[src/iwu_map.vh]
`ifndef IWU_MAP_VH
`define IWU_MAP_VH

// interrupt control register bit positions
`define IWU_GIE_BIT      7
`define IWU_NVIE_BIT     6
`define IWU_TOIE_BIT     5
`define IWU_EXT_PIN_IRQ_ENABLE_BIT     4
`define IWU_PORT_CHANGE_ENABLE_BIT     3
`define IWU_TOIF_BIT     2
`define IWU_EXT_PIN_IRQ_FLAG_BIT     1
`define IWU_PORT_CHANGE_FLAG_BIT     0

// reset values
`define IWU_CTRL_POR     8'h00
`define IWU_CTRL_KEEP    8'h01
`define IWU_VECTOR_POR   13'h0000

// interrupt vector
`define IWU_IRQ_VECTOR   13'h0004

// watchdog timing
`define IWU_WDT_TIMEOUT_US  18000
`define IWU_WDT_OSC_KHZ     1000
`define IWU_KHZ_PER_MHZ     1000
`define IWU_PRESC_ONE       8'h01

`endif

[src/iwu_wdog.v]
`timescale 1ns/1ns
`include "iwu_map.vh"

module iwu_wdog #(
   parameter BASE_TICKS = 18000,
   parameter CW         = 20
) (
   // clock and reset
   input  wire          clk,
   input  wire          rst,
   // control
   input  wire          tick,
   input  wire          enable,
   input  wire          presc_sel,
   input  wire [2:0]    presc_rate,
   input  wire          clear,
   // event
   output reg           timeout_pulse
);

   reg  [6:0]    presc_q;
   reg  [CW-1:0] base_q;

   // terminal count of prescaler: 1:1 when not assigned, else 1:2^rate
   function [6:0] presc_limit;
      input       sel;
      input [2:0] rate;
      reg   [7:0] full;
      begin
         full        = (`IWU_PRESC_ONE << rate) - `IWU_PRESC_ONE;
         presc_limit = sel ? full[6:0] : 7'h00;
      end
   endfunction

   ////////////////////////////////////////////////////////////////////////////
   // prescaler and base counter advance on oscillator ticks only
   always @(posedge clk) begin
      if (rst || clear || !enable) begin
         presc_q       <= 7'h00;
         base_q        <= {CW{1'b0}};
         timeout_pulse <= 1'b0;
      end else begin
         timeout_pulse <= 1'b0;
         if (tick) begin
            if (presc_q >= presc_limit(presc_sel, presc_rate)) begin
               presc_q <= 7'h00;
               if (base_q == BASE_TICKS[CW-1:0] - {{(CW-1){1'b0}}, 1'b1}) begin
                  base_q        <= {CW{1'b0}};
                  timeout_pulse <= 1'b1;
               end else begin
                  base_q <= base_q + {{(CW-1){1'b0}}, 1'b1};
               end
            end else begin
               presc_q <= presc_q + 7'h01;
            end
         end
      end
   end

endmodule // iwu_wdog

[src/iwu_top.v]
// Contract
// - TO/PD encode cause: 11 por/run reset, 01 wdt reset, 00 wdt wake, 10 sleep reset/irq
// - global enable bit 7 passes unmasked interrupts when set, blocks all when clear
// - every reset clears the global enable
// - return-from-interrupt sets the global enable again
// - accepted interrupt clears global enable, pushes return, loads vector 0004h
// - pin and port-change events reach the vector in three to four cycles
// - flags set on their event regardless of any enable
// - external pin edge selected by option bit sets flag bit 1
// - external interrupt masked by bit 4; wakes sleep only when enabled
// - timer wrap sets flag bit 2, gated by enable bit 5
// - change on upper port-B nibble sets flag bit 0, enable bit 3
// - a change coinciding with a port-B read still sets flag bit 0
// - only the return address is saved on interrupt entry
// - interrupt during a global-enable clear returns with enable set; software loops
// - watchdog runs from its own oscillator, also during sleep
// - watchdog timeout resets when running, wakes when sleeping
// - configuration bit at zero disables the watchdog
// - nominal 18 ms timeout, extended by prescaler up to 1:128
// - clear-watchdog and sleep reset counter and prescaler
// - each watchdog timeout clears the timeout status bit
// - sleep clears watchdog, clears powerdown bit, sets timeout bit, stops oscillator
// - enabled interrupt wakes sleep; vector after next instruction only if enabled
`timescale 1ns/1ns
`include "iwu_map.vh"

module iwu_top #(
   parameter WDT_OSC_KHZ    = `IWU_WDT_OSC_KHZ,
   parameter WDT_BASE_TICKS = `IWU_WDT_TIMEOUT_US * WDT_OSC_KHZ / `IWU_KHZ_PER_MHZ,
   parameter WDT_CW         = 20
) (
   // clock and reset
   input  wire          MCLK_IN,
   input  wire          RESET_IN,
   // pins
   input  wire          EXT_IRQ_PIN_IN,
   input  wire [3:0]    PORT_B_PINS_IN,
   input  wire          EXTERNAL_RESET_PIN_N_IN,
   input  wire          WDT_OSC_IN,
   // core events
   input  wire          INSTR_BOUNDARY_IN,
   input  wire          RETURN_FROM_IRQ_INSTR_IN,
   input  wire          CLEAR_WATCHDOG_INSTR_IN,
   input  wire          SLEEP_INSTR_IN,
   input  wire          PORT_B_READ_IN,
   // peripheral events
   input  wire          MAIN_TIMER_WRAP_IN,
   input  wire          NV_WRITE_DONE_FLAG_IN,
   // control register write port
   input  wire          IRQ_CONTROL_WE_IN,
   input  wire [7:0]    IRQ_CONTROL_WDATA_IN,
   // options and configuration
   input  wire          EXT_EDGE_SELECT_IN,
   input  wire          PRESC_TO_WATCHDOG_IN,
   input  wire [2:0]    PRESC_RATE_IN,
   input  wire          WATCHDOG_ENABLE_CFG_IN,
   // status
   output wire [7:0]    IRQ_CONTROL_REG_OUT,
   output wire          TIMEOUT_STATUS_N_OUT,
   output wire          POWERDOWN_STATUS_N_OUT,
   output wire          SLEEPING_OUT,
   // to the core
   output wire          IRQ_REQ_OUT,
   output wire          CORE_RESET_OUT,
   output wire          WAKE_OUT,
   output wire          STACK_PUSH_OUT,
   output wire          VECTOR_LOAD_OUT,
   output wire [12:0]   VECTOR_OUT
);

   reg           ext_s1_q, ext_s2_q, ext_prev_q;
   reg  [3:0]    pb_s1_q, pb_s2_q, pb_ref_q;
   reg           osc_s1_q, osc_s2_q, osc_prev_q;
   reg           rst_s1_q, rst_s2_q;
   reg  [7:0]    ctrl_q, ctrl_d;
   reg           to_q, pd_q;
   reg           sleep_q;
   reg           core_rst_q, wake_q, push_q, load_q;
   reg  [12:0]   vector_q;
   wire          ext_edge;
   wire          pb_change;
   wire          osc_tick;
   wire          ext_rst;
   wire          wdt_timeout;
   wire          irq_pending;
   wire          irq_req;
   wire          take;
   wire          sleep_go;
   wire          wdt_reset;
   wire          wdt_wake;

   ////////////////////////////////////////////////////////////////////////////
   // overview of the event flow, for whoever picks this block up next
   //
   // pins: the pin, the port nibble, the reset pin and the watchdog
   // oscillator all enter through two flops; nothing reads the first stage.
   // the cost is two cycles of latency on every pin event, which the
   // three-to-four instruction cycle latency budget easily absorbs.
   //
   // flags: each flag bit is set by its event whatever the enables say.
   // only a reset or a control write clears a flag, and a
   // set arriving in the same cycle as that write still wins, so no event
   // is lost to a software clear racing the hardware.
   //
   // request: the core sees a plain level, flags and enables combined. the
   // take itself is only honoured on an instruction boundary, so the core
   // never gets redirected in the middle of an instruction.
   //
   // sleep: a sleep with an enabled flag already pending is a no-op and
   // leaves the watchdog and status bits alone; software can tell by the
   // powerdown bit still being set.
   //
   // watchdog: its oscillator is far slower than the core clock, so one
   // rising edge of the synchronised signal is one tick. a timeout while
   // awake is a one-cycle core reset; while asleep it is a wake pulse.
   //
   // status: the external reset pin may be held for many cycles; the cause
   // is decided at its first cycle and then held until the pin is released.

   ////////////////////////////////////////////////////////////////////////////
   // two-stage synchronisers on every pin, history taken off the second stage
   always @(posedge MCLK_IN) begin
      if (RESET_IN) begin
         ext_s1_q   <= 1'b0;
         ext_s2_q   <= 1'b0;
         ext_prev_q <= 1'b0;
         pb_s1_q    <= 4'h0;
         pb_s2_q    <= 4'h0;
         osc_s1_q   <= 1'b0;
         osc_s2_q   <= 1'b0;
         osc_prev_q <= 1'b0;
         rst_s1_q   <= 1'b1;
         rst_s2_q   <= 1'b1;
      end else begin
         ext_s1_q   <= EXT_IRQ_PIN_IN;
         ext_s2_q   <= ext_s1_q;
         ext_prev_q <= ext_s2_q;
         pb_s1_q    <= PORT_B_PINS_IN;
         pb_s2_q    <= pb_s1_q;
         osc_s1_q   <= WDT_OSC_IN;
         osc_s2_q   <= osc_s1_q;
         osc_prev_q <= osc_s2_q;
         rst_s1_q   <= EXTERNAL_RESET_PIN_N_IN;
         rst_s2_q   <= rst_s1_q;
      end
   end

   // edge chosen by the option bit
   assign ext_edge  = EXT_EDGE_SELECT_IN ? (ext_s2_q & ~ext_prev_q)
                                         : (~ext_s2_q & ext_prev_q);
   assign pb_change = (pb_s2_q != pb_ref_q);
   assign osc_tick  = osc_s2_q & ~osc_prev_q;
   assign ext_rst   = ~rst_s2_q;

   ////////////////////////////////////////////////////////////////////////////
   // port-b reference latch: a read reloads it; a change landing in the
   // same cycle as the read still sets flag bit 0 at that same edge
   always @(posedge MCLK_IN) begin
      if (RESET_IN) begin
         pb_ref_q <= 4'h0;
      end else if (PORT_B_READ_IN) begin
         pb_ref_q <= pb_s2_q;
      end
   end

   ////////////////////////////////////////////////////////////////////////////
   // watchdog, counting synchronised oscillator ticks
   iwu_wdog #(
      .BASE_TICKS    (WDT_BASE_TICKS),
      .CW            (WDT_CW)
   ) u_wdog (
      .clk           (MCLK_IN),
      .rst           (RESET_IN | ext_rst),
      .tick          (osc_tick),
      .enable        (WATCHDOG_ENABLE_CFG_IN),
      .presc_sel     (PRESC_TO_WATCHDOG_IN),
      .presc_rate    (PRESC_RATE_IN),
      .clear         (CLEAR_WATCHDOG_INSTR_IN | sleep_go),
      .timeout_pulse (wdt_timeout)
   );

   assign wdt_reset = wdt_timeout & ~sleep_q;
   assign wdt_wake  = wdt_timeout & sleep_q;

   ////////////////////////////////////////////////////////////////////////////
   // request: flags gated by their enables, then by the global enable
   assign irq_pending = (ctrl_q[`IWU_EXT_PIN_IRQ_FLAG_BIT] & ctrl_q[`IWU_EXT_PIN_IRQ_ENABLE_BIT])
                      | (ctrl_q[`IWU_TOIF_BIT] & ctrl_q[`IWU_TOIE_BIT])
                      | (ctrl_q[`IWU_PORT_CHANGE_FLAG_BIT] & ctrl_q[`IWU_PORT_CHANGE_ENABLE_BIT])
                      | (NV_WRITE_DONE_FLAG_IN & ctrl_q[`IWU_NVIE_BIT]);
   assign irq_req  = irq_pending & ctrl_q[`IWU_GIE_BIT];
   // sampled only at an instruction boundary while awake
   assign take     = irq_req & INSTR_BOUNDARY_IN & ~sleep_q & ~core_rst_q;
   // a pending enabled source turns sleep into a no-op
   assign sleep_go = SLEEP_INSTR_IN & ~irq_pending & ~sleep_q;

   ////////////////////////////////////////////////////////////////////////////
   // next control value; hardware sets always win over a software write
   always @* begin
      ctrl_d = IRQ_CONTROL_WE_IN ? IRQ_CONTROL_WDATA_IN : ctrl_q;
      if (take) begin
         ctrl_d[`IWU_GIE_BIT] = 1'b0;
      end
      if (RETURN_FROM_IRQ_INSTR_IN) begin
         ctrl_d[`IWU_GIE_BIT] = 1'b1;
      end
      if (ext_edge) begin
         ctrl_d[`IWU_EXT_PIN_IRQ_FLAG_BIT] = 1'b1;
      end
      if (MAIN_TIMER_WRAP_IN) begin
         ctrl_d[`IWU_TOIF_BIT] = 1'b1;
      end
      if (pb_change) begin
         ctrl_d[`IWU_PORT_CHANGE_FLAG_BIT] = 1'b1;
      end
      if (ext_rst || wdt_reset) begin
         ctrl_d = ctrl_q & `IWU_CTRL_KEEP;
      end
   end

   // control register
   always @(posedge MCLK_IN) begin
      if (RESET_IN) begin
         ctrl_q <= `IWU_CTRL_POR;
      end else begin
         ctrl_q <= ctrl_d;
      end
   end

   ////////////////////////////////////////////////////////////////////////////
   // reset-cause status bits and sleep state
   always @(posedge MCLK_IN) begin
      if (RESET_IN) begin
         to_q    <= 1'b1;
         pd_q    <= 1'b1;
         sleep_q <= 1'b0;
      end else if (ext_rst) begin
         to_q    <= 1'b1;
         // a held pin keeps the cause from its first cycle, else a reset
         // taken during sleep would turn into a run-time one a cycle later
         pd_q    <= core_rst_q ? pd_q : ~sleep_q;
         sleep_q <= 1'b0;
      end else if (wdt_timeout) begin
         to_q    <= 1'b0;
         pd_q    <= ~sleep_q;
         sleep_q <= 1'b0;
      end else if (sleep_go) begin
         to_q    <= 1'b1;
         pd_q    <= 1'b0;
         sleep_q <= 1'b1;
      end else if (sleep_q && irq_pending) begin
         sleep_q <= 1'b0;
      end
   end

   ////////////////////////////////////////////////////////////////////////////
   // core strobes; only the return address goes to the stack, nothing else
   always @(posedge MCLK_IN) begin
      if (RESET_IN) begin
         core_rst_q <= 1'b1;
         wake_q     <= 1'b0;
         push_q     <= 1'b0;
         load_q     <= 1'b0;
         vector_q   <= `IWU_VECTOR_POR;
      end else begin
         core_rst_q <= ext_rst | wdt_reset;
         wake_q     <= wdt_wake | (sleep_q & irq_pending & ~ext_rst);
         push_q     <= take;
         load_q     <= take;
         if (take) begin
            vector_q <= `IWU_IRQ_VECTOR;
         end
      end
   end

   ////////////////////////////////////////////////////////////////////////////
   // outputs
   assign IRQ_CONTROL_REG_OUT    = ctrl_q;
   assign TIMEOUT_STATUS_N_OUT   = to_q;
   assign POWERDOWN_STATUS_N_OUT = pd_q;
   assign SLEEPING_OUT           = sleep_q;   // core gates its oscillator on this
   assign IRQ_REQ_OUT            = irq_req;
   assign CORE_RESET_OUT         = core_rst_q;
   assign WAKE_OUT               = wake_q;
   assign STACK_PUSH_OUT         = push_q;
   assign VECTOR_LOAD_OUT        = load_q;
   assign VECTOR_OUT             = vector_q;

endmodule // iwu_top

[config.mk]
export PLATFORM = sky130hd
export DESIGN_NAME = iwu_top
export DESIGN_NICKNAME = d
export VERILOG_FILES = /design/src/iwu_wdog.v /design/src/iwu_top.v
export VERILOG_INCLUDE_DIRS = /design/src
export SDC_FILE = /design/constraint.sdc
export NUM_CORES = 1
export LEC_CHECK = 0
export ABC_AREA = 1
export BUFFER_PORTS_ARGS = -buffer_cell sky130_fd_sc_hd__buf_4
export CORE_ASPECT_RATIO = 1.1
export CORE_MARGIN = 2
export CORE_UTILIZATION = 40
export CTS_BUF_LIST = sky130_fd_sc_hd__clkbuf_8 sky130_fd_sc_hd__clkbuf_16
export CTS_CLUSTER_DIAMETER = 80
export CTS_CLUSTER_SIZE = 12
export DETAILED_ROUTE_END_ITERATION = 8
export GPL_TIMING_DRIVEN = 0
export PLACE_DENSITY_LB_ADDON = 0.15
export SKIP_LAST_GASP = 1
export SYNTH_ARGS = -nofsm -noshare
export SYNTH_HDL_FRONTEND = slang
export SYNTH_SLANG_ARGS = --single-unit
export TNS_END_PERCENT = 100
[constraint.sdc]
create_clock -name MCLK_IN -period 2.2 [get_ports MCLK_IN]
set_input_delay 0.44 -clock MCLK_IN [delete_from_list [all_inputs] [get_ports MCLK_IN]]
set_output_delay 0.44 -clock MCLK_IN [all_outputs]
set_load 0.05 [all_outputs]
# Word-level counts from Yosys, hierarchy flattened

Index checks and enable logic that the tools add are counted.

Register bits after elaboration: 63
Bits of input ports: 31

Add/sub/neg operators: 3
Magnitude comparators: 1
Equality and inequality tests: 4
Shifts and indexed selects: 1
Multiplexer cells: 19
Bitwise logic cells: 34
Reductions and logical operators: 18

Operators by type and width:

| kind                    | number |
|---|---|
| $add A20 B1 Y20 const B | 1 |
| $eq A20 B15 Y1 const B  | 1 |
| $mux W20                | 1 |
| $and A1 B1 Y1           | 17 |
| $mux W1                 | 15 |
| $mux W7                 | 2 |
| $not A1 Y1              | 10 |
| $reduce_bool A2 Y1      | 5 |
| $mux W8                 | 1 |
| $add A7 B1 Y7 const B   | 1 |
| $ge A7 B7 Y1            | 1 |
| $or A1 B1 Y1            | 7 |
| $shl A1 B3 Y7 const A   | 1 |
| $sub A7 B1 Y7 const B   | 1 |
| $reduce_and A2 Y1       | 3 |
| $reduce_or A3 Y1        | 2 |
| $ne A4 B4 Y1            | 1 |
| $reduce_or A2 Y1        | 2 |
| $logic_or A1 B1 Y1      | 3 |
| $ne A3 B1 Y1 const B    | 1 |
| $reduce_bool A3 Y1      | 1 |
| $ne A2 B2 Y1 const B    | 1 |
| $logic_and A1 B1 Y1     | 1 |
| $logic_not A1 Y1        | 1 |

# Longest topological paths before layout

Gate-level depths: netlist (run 1).

Word-level depth: 11
Depth in mapped cells: 17

# By module

Synthesis (run 1) repeated with hierarchy kept, for this count alone.

Cells, all modules: 516
Area, all modules: 3469.6 um^2

Modules (own cells, without submodules):

| module   | times used | cells each | area each (um^2) | seq. area each (um^2) |
|---|---|---|---|---|
| iwu_wdog | 1          | 327        | 2015.7           | 560.5 |
| iwu_top  | 1          | 189        | 1453.9           | 700.7 |

# Worst setup path after synthesis (run 1)

OpenSTA, ideal clock, no wires.

Path type: input port to flip-flop
Start point: input PRESC_RATE_IN[2]
End point: register u_wdog.base_q[17]
Arrival: 2.229 ns
Setup slack: -0.148 ns
Stages on the path: 15
Path buffers: 1
Path through: nor2_1 > nand2_1 > ha_1 > or2_2 > ha_1 > nand2_1 > inv_1 > nand2_1 > nand2_1 > nand2_1 > a21oi_4 > inv_2 > buf_6 > nand2_1 > a21oi_1

Longest elaborated chain between the ends: 5

Ends and longest elaborated chain:

| what                               | line          | source |
|---|---|---|
| start, declared                    | iwu_top.v:55  | `input wire [2:0] PRESC_RATE_IN,` |
| $shl A1 B3 Y7 (no source line)     | -             |  |
| $sub A7 B1 Y7 (no source line)     | -             |  |
| $mux W7                            | iwu_wdog.v:31 | `presc_limit = sel ? full[6:0] : 7'h00;` |
| $ge A7 B7 Y1                       | iwu_wdog.v:45 | `if (presc_q >= presc_limit(presc_sel, presc_rate)) begin` |
| $reduce_and A2 Y1 (no source line) | -             |  |
| end signal, assigned               | iwu_wdog.v:40 | `base_q <= {CW{1'b0}};` |
| end signal, assigned               | iwu_wdog.v:48 | `base_q <= {CW{1'b0}};` |
| end signal, assigned               | iwu_wdog.v:51 | `base_q <= base_q + {{(CW-1){1'b0}}, 1'b1};` |
| end, declared                      | iwu_wdog.v:22 | `reg [CW-1:0] base_q;` |

Every way passes these cells.
A chain may end at the register's enable or synchronous reset.

# Final worst setup path (run 1)

Start point: input PRESC_RATE_IN[1]
End point: register u_wdog.base_q[5]

The elaborated chain is that of the path after synthesis.

==> results of run 1 <==
-- cell type report --
cell class,instances,area share
Multi-Input combinational cell,341,0.428
Sequential cell,63,0.302
Timing Repair Buffer,51,0.0945
Inverter,63,0.0579
Buffer,20,0.0357
Tap cell,108,0.0324
Clock buffer,9,0.0297
Clock inverter,7,0.0192
-- cells by family after synthesis --
kind of cell               after synthesis  synth area share
AOI/OAI and AO/OA                       54            0.0904
DFF                                     63             0.384
other                                    1           0.00114
buffers and inverters                   83             0.115
adders and majority gates               10            0.0381
and+or+nand+nor                        245             0.317
xor gates and xnor gates                20            0.0534
-- worst max path at each step --
stage / to / cells past startpoint / slack, ns
6_report: u_wdog.base_q[5]$_SDFFE_PP0P_ / 17 / 0.03
2_1_floorplan: u_wdog.base_q[17]$_SDFFE_PP0P_ / 17 / -0.02
5_1_grt: u_wdog.base_q[17]$_SDFFE_PP0P_ / 16 / -0.12
3_3_place_gp: u_wdog.base_q[15]$_SDFFE_PP0P_ / 16 / -0.37
4_1_cts: u_wdog.base_q[14]$_SDFFE_PP0P_ / 15 / 0.003
3_5_place_dp: u_wdog.base_q[15]$_SDFFE_PP0P_ / 16 / -0.41
-- stage by stage --
stage	setup slack [ns]	instances	cell area, sq um	power, W	setup TNS (ns)
after floorplan	-0.0246	487	3390	0.00146	-0.227
after global placement	-0.367	641	3870	0.00157	-9.21
after detailed placement	-0.411	641	3870	0.00157	-10.13
after CTS	0.00258	659	4100	0.00261	0
after global routing	-0.124	662	4170	0.00271	-2.50
final	0.0261	662	4170	0.00259	0
-- cell usage after synthesis (4+ instances only) --
cell type  number  area, sq um
a21oi_1        34          170
buf_4          15          113
dfxtp_1        63         1260
ha_1           10          125
inv_1          60          225
nand2_1       113          424
nand2_2         4         25.0
nand3_1        29          145
nand4_1         4         25.0
nor2_1         72          270
nor2_2          6         37.5
nor3_1          7         35.0
o21ai_0        13         65.1
xnor2_1         5         43.8
xor2_1         15          131
-- where the power goes --
group	leakage [nW]	internal, W	switching, W	total (W)
sequential	0.514	0.00117	0.0000197	0.00119
clock	0.0964	0.000534	0.000498	0.00103
combinational	1.17	0.000132	0.000230	0.000363
total	1.78	0.00184	0.000748	0.00259
-- critical path: cells and delay by family --
family          cells  cell delay (ns)
fa+ha+maj           2             0.45
compound gates      3             0.43
simple gates        8             0.64
buf+inv             4             0.43
-- state kept, by name (all words and copies together) (netlist names), 4 cells and up --
signal and flops:
u_wdog.base_q 20, IRQ_CONTROL_REG_OUT 8, u_wdog.presc_q 7, pb_ref_q 4, pb_s1_q 4, pb_s2_q 4
-- repair_timing --
action / 4_1_cts / 5_1_grt
hold endpoints to repair: 0 / 0
gates resized for setup: 2 / 15
setup endpoints to repair: 13 / 28
cloned: 0 / 1
pin swaps: 1 / 4
setup buffers: 2 / 2
-- metal layers --
layer  track usage  up-vias  share of wire
li1              -     1618              -
met1         0.208     1340           0.46
met2         0.285       69           0.48
met3        0.0497       13          0.048
met4        0.0734        0          0.019
met5             0        -              0
==> flow_metrics.tcl, run 1 <==
set metrics [dict create \
    hold_buffers 0 \
    maxCapViolCount 0 \
    clk_latency_ns 0.34 \
    hold_ws_ns 0.287 \
    startpoint_type "primary input" \
    antenna_found_initial 0 \
    grtUsageTotal 0.171 \
    r2r_start "u_wdog.base_q[0]$_SDFFE_PP0P_" \
    port_buffers 46 \
    viasPerCell 4.59 \
    holdCritStartpoint "EXTERNAL_RESET_PIN_N_IN" \
    layout_commonest_cell "nand2_1" \
    h-tree-depth 3 \
    path_clk_slew_ns 0.08 \
    syn_avg_cell_area_sq_um 6.89 \
    core_sq_um 7960 \
    grt_overflow_total 0 \
    vias 3040 \
    critPathKind "primary input to flop" \
    timing.final.crit_share 0.988 \
    synth_edf_count 0 \
    layout_common_cells "nand2_1, nor2_1, dfxtp_1" \
    area_growth_pct 27.2 \
    fmax_mhz 460 \
    place_congestion 0.850 \
    io_pins 60 \
    die_width_um 90.4 \
    crit_fanout 10 \
    setup_violations 0 \
    routed_wl_um 7080 \
    seq_area_frac_synth 0.384 \
    grt_pass1_wl_um 12400 \
    rows 34 \
    r2r_end "u_wdog.base_q[6]$_SDFFE_PP0P_" \
    drv_slew 0 \
    ff_latch_area_sq_um 1260 \
    crit_chain "buf_6 > nor2_4 > nand2_2 > ha_4 > inv_4 > nor3_2 > o21ai_1 > nand2_1 > ha_4 > nand2_2 > nor2_2 > nand2_2 > a21oi_4 > inv_4 > buf_6 > nand2_1 > a21oi_1" \
    final_util 0.524 \
    min_path_cells 2 \
    dr.pass1.iters 4 \
    power_leakage_nw 1.78 \
    die_height_um 99.0 \
    first_global_vias 2835 \
    fin_crit_ns 2.17 \
    finalHoldViolCount 0 \
    cp_common_cell "nand2_2" \
    synth_seq_cells 63 \
    grt_max_degree 14 \
    status "finished, final reports clean" \
    worst_ir_drop_vdd_mv 0.235 \
    drc 0 \
    drt_iter0_markers 116 \
    hpwlAfterDp_um 5180 \
    cts_tree "done" \
    hold_class "primary input to flop" \
    startpoint "PRESC_RATE_IN[1]" \
    yosys_warnings 0 \
    multi_input_area_sq_um 1790 \
    syn_inst 476 \
    cts_buffers 9 \
    synth_cell_type_count 34 \
    die_area_sq_um 8940 \
    final_nets 590 \
    ant_nets 0 \
    crit_required_ns 2.42 \
    fill_cells 794 \
    clockBufferDepth 2 \
    reg2regPathDepth 6 \
    powerDensity_nw_per_um2 621 \
    cp_slowest_cell "ha_4" \
    clockRootBuffer "clkbuf_8" \
    cp.arrival_ns 2.40 \
    final_layout_size_suffix_gt1_frac 0.224 \
    synth_area_sq_um 3280 \
    rsz0062_at_grt "yes" \
    clkSinkCount 63 \
    end_kind "flop" \
    diodes 0 \
    ff2ff_setup_slack_ns 0.38 \
    initial_core_util 0.412 \
    wire_per_inst_um 10.7 \
    synth-main-ff-cell "dfxtp_1" \
    synthArstFlopShare 0 \
    slowest_delay_ns 0.28 \
    worstHoldEndpoint "rst_s1_q$_SDFF_PP1_" \
    skew_ns 0.00731 \
]
(Power assumes the default switching activity.)
==> run 2, diff against run 1 <==
Settings changed: PLACE_DENSITY set to 0.73, PLACE_DENSITY_LB_ADDON 0.15 to not set.
==> run 2 against run 1 <==
  * Count of clock-buffer cells in the layout unchanged
  * Sequential power about the same
  * Via count grew 4.2%
  * Setup slack lost 0.13 ns
  * Highest routed layer unchanged
  * Critical path depth did not move
  * Critical path type unchanged
  * Final cell count increased by 0.91%
  * The run now ends with setup timing left
  * Non-clock buffer count grew 6
  * Critical endpoint unchanged
==> flow_metrics.tcl, run 2 (synthesized netlist as in run 1, its figures left out) <==
set metrics [dict create \
    finalHoldViolCount 0 \
    drc 0 \
    grt_max_degree 14 \
    place_congestion 0.903 \
    crit_fanout 5 \
    die_height_um 99.0 \
    rsz0062_at_grt "yes" \
    startpoint_type "primary input" \
    clkSinkCount 63 \
    maxCapViolCount 0 \
    cp_slowest_cell "ha_1" \
    hold_ws_ns 0.278 \
    cp.arrival_ns 2.54 \
    antenna_found_initial 0 \
    setup_violations 20 \
    timing.final.crit_share 1.05 \
    fmax_mhz 434 \
    r2r_start "u_wdog.presc_q[0]$_SDFFE_PP0P_" \
    crit_chain "buf_8 > nor2_4 > nand2_2 > ha_4 > inv_4 > nor3_2 > o21ai_1 > nand2_1 > ha_1 > nand2_1 > nor2_2 > nand2_2 > a21oi_4 > clkinv_4 > clkbuf_16 > nand2_1 > a21oi_1" \
    reg2regPathDepth 12 \
    cts_tree "done" \
    hold_buffers 0 \
    ff2ff_setup_slack_ns 0.34 \
    layout_common_cells "nand2_1, nor2_1, dfxtp_1, buf_4, inv_1" \
    holdCritStartpoint "EXTERNAL_RESET_PIN_N_IN" \
    initial_core_util 0.412 \
    skew_ns 0.00852 \
    clockRootBuffer "clkbuf_8" \
    dr.pass1.iters 4 \
    power_leakage_nw 1.85 \
    worst_ir_drop_vdd_mv 0.281 \
    placedCellCount 641 \
    die_area_sq_um 8940 \
    routed_wl_um 7580 \
    path_clk_slew_ns 0.08 \
    status "finished with violations" \
    crit_required_ns 2.44 \
    worstHoldEndpoint "rst_s1_q$_SDFF_PP1_" \
    final_cells 668 \
    ant_nets 0 \
    regMostFlops "u_wdog.base_q" \
    min_path_cells 2 \
    setup_slack_ns -0.106 \
    clockBufferDepth 2 \
    layout_commonest_cell "nand2_1" \
    cts_buffers 9 \
    cp_common_cell "nand2_1" \
    end_kind "flop" \
    slowest_delay_ns 0.29 \
    grtUsageTotal 0.167 \
    drt_iter0_markers 172 \
    clk_latency_ns 0.35 \
    drv_slew 0 \
    port_buffers 46 \
    diodes 0 \
    largest_register_ff_count 20 \
    io_pins 60 \
    final_nets 596 \
    wire_per_inst_um 11.4 \
    critPathKind "primary input to flop" \
    final_layout_size_suffix_gt1_frac 0.236 \
    die_width_um 90.4 \
    area_growth_pct 31.5 \
    core_sq_um 7960 \
    rows 34 \
    grt_pass1_wl_um 12300 \
    viasPerCell 4.74 \
    r2r_end "u_wdog.base_q[5]$_SDFFE_PP0P_" \
    grt_overflow_total 0 \
    powerDensity_nw_per_um2 630 \
    fin_crit_ns 2.31 \
    hpwlAfterDp_um 5370 \
    violations "setup timing" \
    hold_class "primary input to flop" \
    vias 3167 \
    first_global_vias 2969 \
    h-tree-depth 3 \
]
-- run 2: power breakdown --
group	leakage [nW]	switching, W	total (W)	internal (W)
clock	0.110	0.000498	0.00115	0.000649
combinational	1.23	0.000235	0.000377	0.000142
sequential	0.514	0.0000198	0.00119	0.00117
-- run 2: final cells by class --
class                           count  area, sq um
Buffer                             20          153
Fill cell                         723         3640
Sequential cell                    63         1260
Timing Repair Buffer               57          493
Multi-Input combinational cell    341         1800
Tap cell                          108          135
Clock buffer                        9          124
Clock inverter                      7          103
Inverter                           63          244
-- run 2: critical path, delay by kind of cell --
family | cells | cell delay, ns
AOI/OAI and AO/OA | 3 | 0.45
adders and majority gates | 2 | 0.46
buffers and inverters | 4 | 0.52
and+or+nand+nor | 8 | 0.66
-- run 2: per-layer routing --
layer  share of wire  GRT usage  vias to the layer above
met5               0          0                        -
met4           0.014     0.0639                        0
met3           0.046     0.0443                        9
met2            0.52      0.308                       80
met1            0.42      0.183                     1454
li1                -          -                     1624
-- run 2: worst max-delay path by stage --
stage,from,end,slack [ns]
final,PRESC_RATE_IN[2],u_wdog.base_q[5]$_SDFFE_PP0P_,-0.11
after global routing,PRESC_RATE_IN[2],u_wdog.base_q[5]$_SDFFE_PP0P_,-0.17
after CTS,PRESC_RATE_IN[1],u_wdog.base_q[19]$_SDFFE_PP0P_,-0.006
after detailed placement,PRESC_RATE_IN[1],u_wdog.base_q[16]$_SDFFE_PP0P_,-0.43
after global placement,PRESC_RATE_IN[1],u_wdog.base_q[19]$_SDFFE_PP0P_,-0.37
after floorplan,PRESC_RATE_IN[1],u_wdog.base_q[17]$_SDFFE_PP0P_,-0.02
-- run 2: timing repair --
item / 4_1_cts / 5_1_grt
setup endpoints to repair: 27 / 28
gates resized for setup: 2 / 23
pin swaps: 1 / 5
buffers inserted: 3 / 6
gates cloned: 0 / 2
-- run 2: metrics by stage --
step / setup slack (ns) / TNS (ns) / total power, W / instance area, sq um / util
6_report: -0.106 / -1.43 / 0.00272 / 4310 / 0.542
5_1_grt: -0.172 / -3.45 / 0.00283 / 4310 / 0.542
4_1_cts: -0.00638 / -0.00838 / 0.00271 / 4140 / 0.520
3_5_place_dp: -0.434 / -11.22 / 0.00157 / 3870 / 0.486
3_3_place_gp: -0.368 / -9.30 / 0.00156 / 3870 / 0.486
2_1_floorplan: -0.0246 / -0.227 / 0.00146 / 3390 / -
==> run 3, diff against run 2 <==
--- a/config.mk
+++ b/config.mk
@@ -11,3 +11,3 @@
 export CORE_ASPECT_RATIO = 1.1
-export CORE_MARGIN = 2
+export CORE_MARGIN = 1
 export CORE_UTILIZATION = 40
--- a/constraint.sdc
+++ b/constraint.sdc
@@ -3,2 +3,2 @@
 set_output_delay 0.44 -clock MCLK_IN [all_outputs]
-set_load 0.05 [all_outputs]
+set_load 0.005 [all_outputs]
==> run 3 against run 2 <==
  * The run still ends with setup timing left
  * Routed wire length is 3.4% higher
  * Design area grew 0.81%
  * Clock skew down 0.00074 ns
  * Combinational power shrank 26%
  * Final cell count is 0.30% higher
  * Count of clock-buffer cells in the layout is the same
  * Via count grew 0.85%
  * Hold slack improved by 0.0029 ns
  * Critical path type unchanged
  * Largest power group unchanged
==> flow_metrics.tcl, run 3 (synthesized netlist as in run 1, its figures left out) <==
set metrics [dict create \
    die_height_um 97.0 \
    worst_ir_drop_vdd_mv 0.213 \
    cp_top_family "buffers and inverters" \
    r2r_start "u_wdog.base_q[0]$_SDFFE_PP0P_" \
    clockRootBuffer "clkbuf_8" \
    grt_overflow_total 0 \
    clkSinkCount 63 \
    grt_max_degree 14 \
    end_kind "flop" \
    maxCapViolCount 0 \
    critPathKind "primary input to flop" \
    cp_common_cell "nand2_2" \
    core_sq_um 7910 \
    finalHoldViolCount 0 \
    cp_slowest_cell "ha_1" \
    io_pins 60 \
    skew_ns 0.00778 \
    reg2regPathDepth 6 \
    final_nets 598 \
    grtUsageTotal 0.175 \
    place_congestion 0.879 \
    cts_buffers 9 \
    ant_nets 0 \
    hold_ws_ns 0.280 \
    final_cells 670 \
    regMostFlops "u_wdog.base_q" \
    die_area_sq_um 8570 \
    rsz0062_at_grt "yes" \
    layout_common_cells "nand2_1, nor2_1, buf_4" \
    setup_slack_ns -0.0886 \
    diodes 0 \
    hpwlAfterDp_um 5220 \
    wire_per_inst_um 11.7 \
    status "finished with violations" \
    first_global_vias 2954 \
    crit_fanout 5 \
    min_path_cells 2 \
    fill_cells 731 \
    power_w 0.00238 \
    crit_required_ns 2.48 \
    fin_crit_ns 2.29 \
    clk_latency_ns 0.35 \
    setup_violations 26 \
    vias 3194 \
    r2r_end "u_wdog.base_q[14]$_SDFFE_PP0P_" \
    viasPerCell 4.77 \
    largest_register_ff_count 20 \
    power_leakage_nw 1.84 \
    slowest_delay_ns 0.34 \
    antenna_found_initial 0 \
    routed_wl_um 7840 \
    hold_class "primary input to flop" \
    h-tree-depth 3 \
    area_growth_pct 32.6 \
    startpoint_type "primary input" \
    final_layout_size_suffix_gt1_frac 0.272 \
    violations "setup timing" \
    timing.final.crit_share 1.04 \
    dr.pass1.iters 4 \
    path_clk_slew_ns 0.07 \
    placedCellCount 641 \
    drv_slew 0 \
    drt_iter0_markers 86 \
    drc 0 \
    layout_commonest_cell "nand2_1" \
    die_width_um 88.4 \
    cp.arrival_ns 2.57 \
    initial_core_util 0.415 \
    fmax_mhz 437 \
    grt_pass1_wl_um 11900 \
    cts_tree "done" \
    path_depth 17 \
    powerDensity_nw_per_um2 547 \
    cp_num_buf_inv 6 \
    holdCritStartpoint "EXTERNAL_RESET_PIN_N_IN" \
    clockBufferDepth 2 \
    worstHoldEndpoint "rst_s1_q$_SDFF_PP1_" \
    rows 34 \
    ff2ff_setup_slack_ns 0.41 \
    crit_chain "buf_12 > nor2_4 > nand2_2 > ha_4 > inv_4 > nor3_4 > nand3b_1 > ha_1 > nand2_2 > inv_1 > a21oi_2 > a21oi_4 > buf_6 > inv_8 > clkbuf_16 > nand2_1 > a21oi_1" \
    port_buffers 46 \
]
run 3: metal layers:
layer | GRT usage | vias up | wire (um)
met5 | 0 | - | 0
met4 | 0.0819 | 0 | 210
met3 | 0.0486 | 24 | 514
met2 | 0.305 | 95 | 3890
met1 | 0.191 | 1439 | 3230
li1 | - | 1636 | -
run 3: timing repair:
item                                    in CTS  in global routing
hold buffers                                 0                  0
gates cloned                                 0                  3
pin swaps                                    2                 24
gates resized for setup                      0                 50
endpoints found under the setup margin      13                 28
buffers inserted                             5                  5
run 3: worst reg2reg max path, cell delays in order (launching register included):
cell and delay (ns):
dfxtp_1 0.43, ha_1 0.33, nand3_1 0.19, nor3_1 0.18
nand3_1 0.29, nand3_2 0.19, a21oi_2 0.07
run 3: worst max path at each step:
stage | slack, ns | start | endpoint
detailed placement | -0.40 | PRESC_RATE_IN[1] | u_wdog.base_q[19]$_SDFFE_PP0P_
CTS | -0.004 | PRESC_RATE_IN[1] | u_wdog.base_q[14]$_SDFFE_PP0P_
global placement | -0.35 | PRESC_RATE_IN[1] | u_wdog.base_q[19]$_SDFFE_PP0P_
finish | -0.09 | PRESC_RATE_IN[2] | u_wdog.base_q[17]$_SDFFE_PP0P_
floorplan | -0.02 | PRESC_RATE_IN[1] | u_wdog.base_q[17]$_SDFFE_PP0P_
global route | -0.23 | PRESC_RATE_IN[2] | u_wdog.base_q[2]$_SDFFE_PP0P_
run 3: metrics by stage:
| stage | area (sq um) | setup TNS, ns | setup slack, ns | utilization |
|---|---|---|---|---|
| after floorplan | 3390 | -0.227 | -0.0246 | - |
| after detailed placement | 3870 | -10.05 | -0.396 | 0.489 |
| final | 4350 | -1.30 | -0.0886 | 0.550 |
| after global placement | 3870 | -8.71 | -0.348 | 0.489 |
| after CTS | 4090 | -0.00378 | -0.00378 | 0.516 |
| after global routing | 4350 | -5.46 | -0.230 | 0.550 |
run 3: power breakdown:
part | leakage, nW | total [W] | switching, W | internal [W]
Clock | 0.0862 | 0.000903 | 0.000487 | 0.000417
Combinational | 1.24 | 0.000280 | 0.000141 | 0.000139
Sequential | 0.514 | 0.00119 | 0.0000203 | 0.00117
run 3: layout make-up:
| cell class | instances | area, sq um | share of cell area |
|---|---|---|---|
| multi-input cells | 341 | 1880 | 0.431 |
| flip-flops and latches | 63 | 1260 | 0.290 |
| repair buffers | 59 | 495 | 0.114 |
| inverters | 63 | 246 | 0.0567 |
| plain buffers | 20 | 156 | 0.0360 |
| well taps | 108 | 135 | 0.0311 |
| clock buffers | 9 | 124 | 0.0285 |
| clock inverters | 7 | 55.1 | 0.0127 |
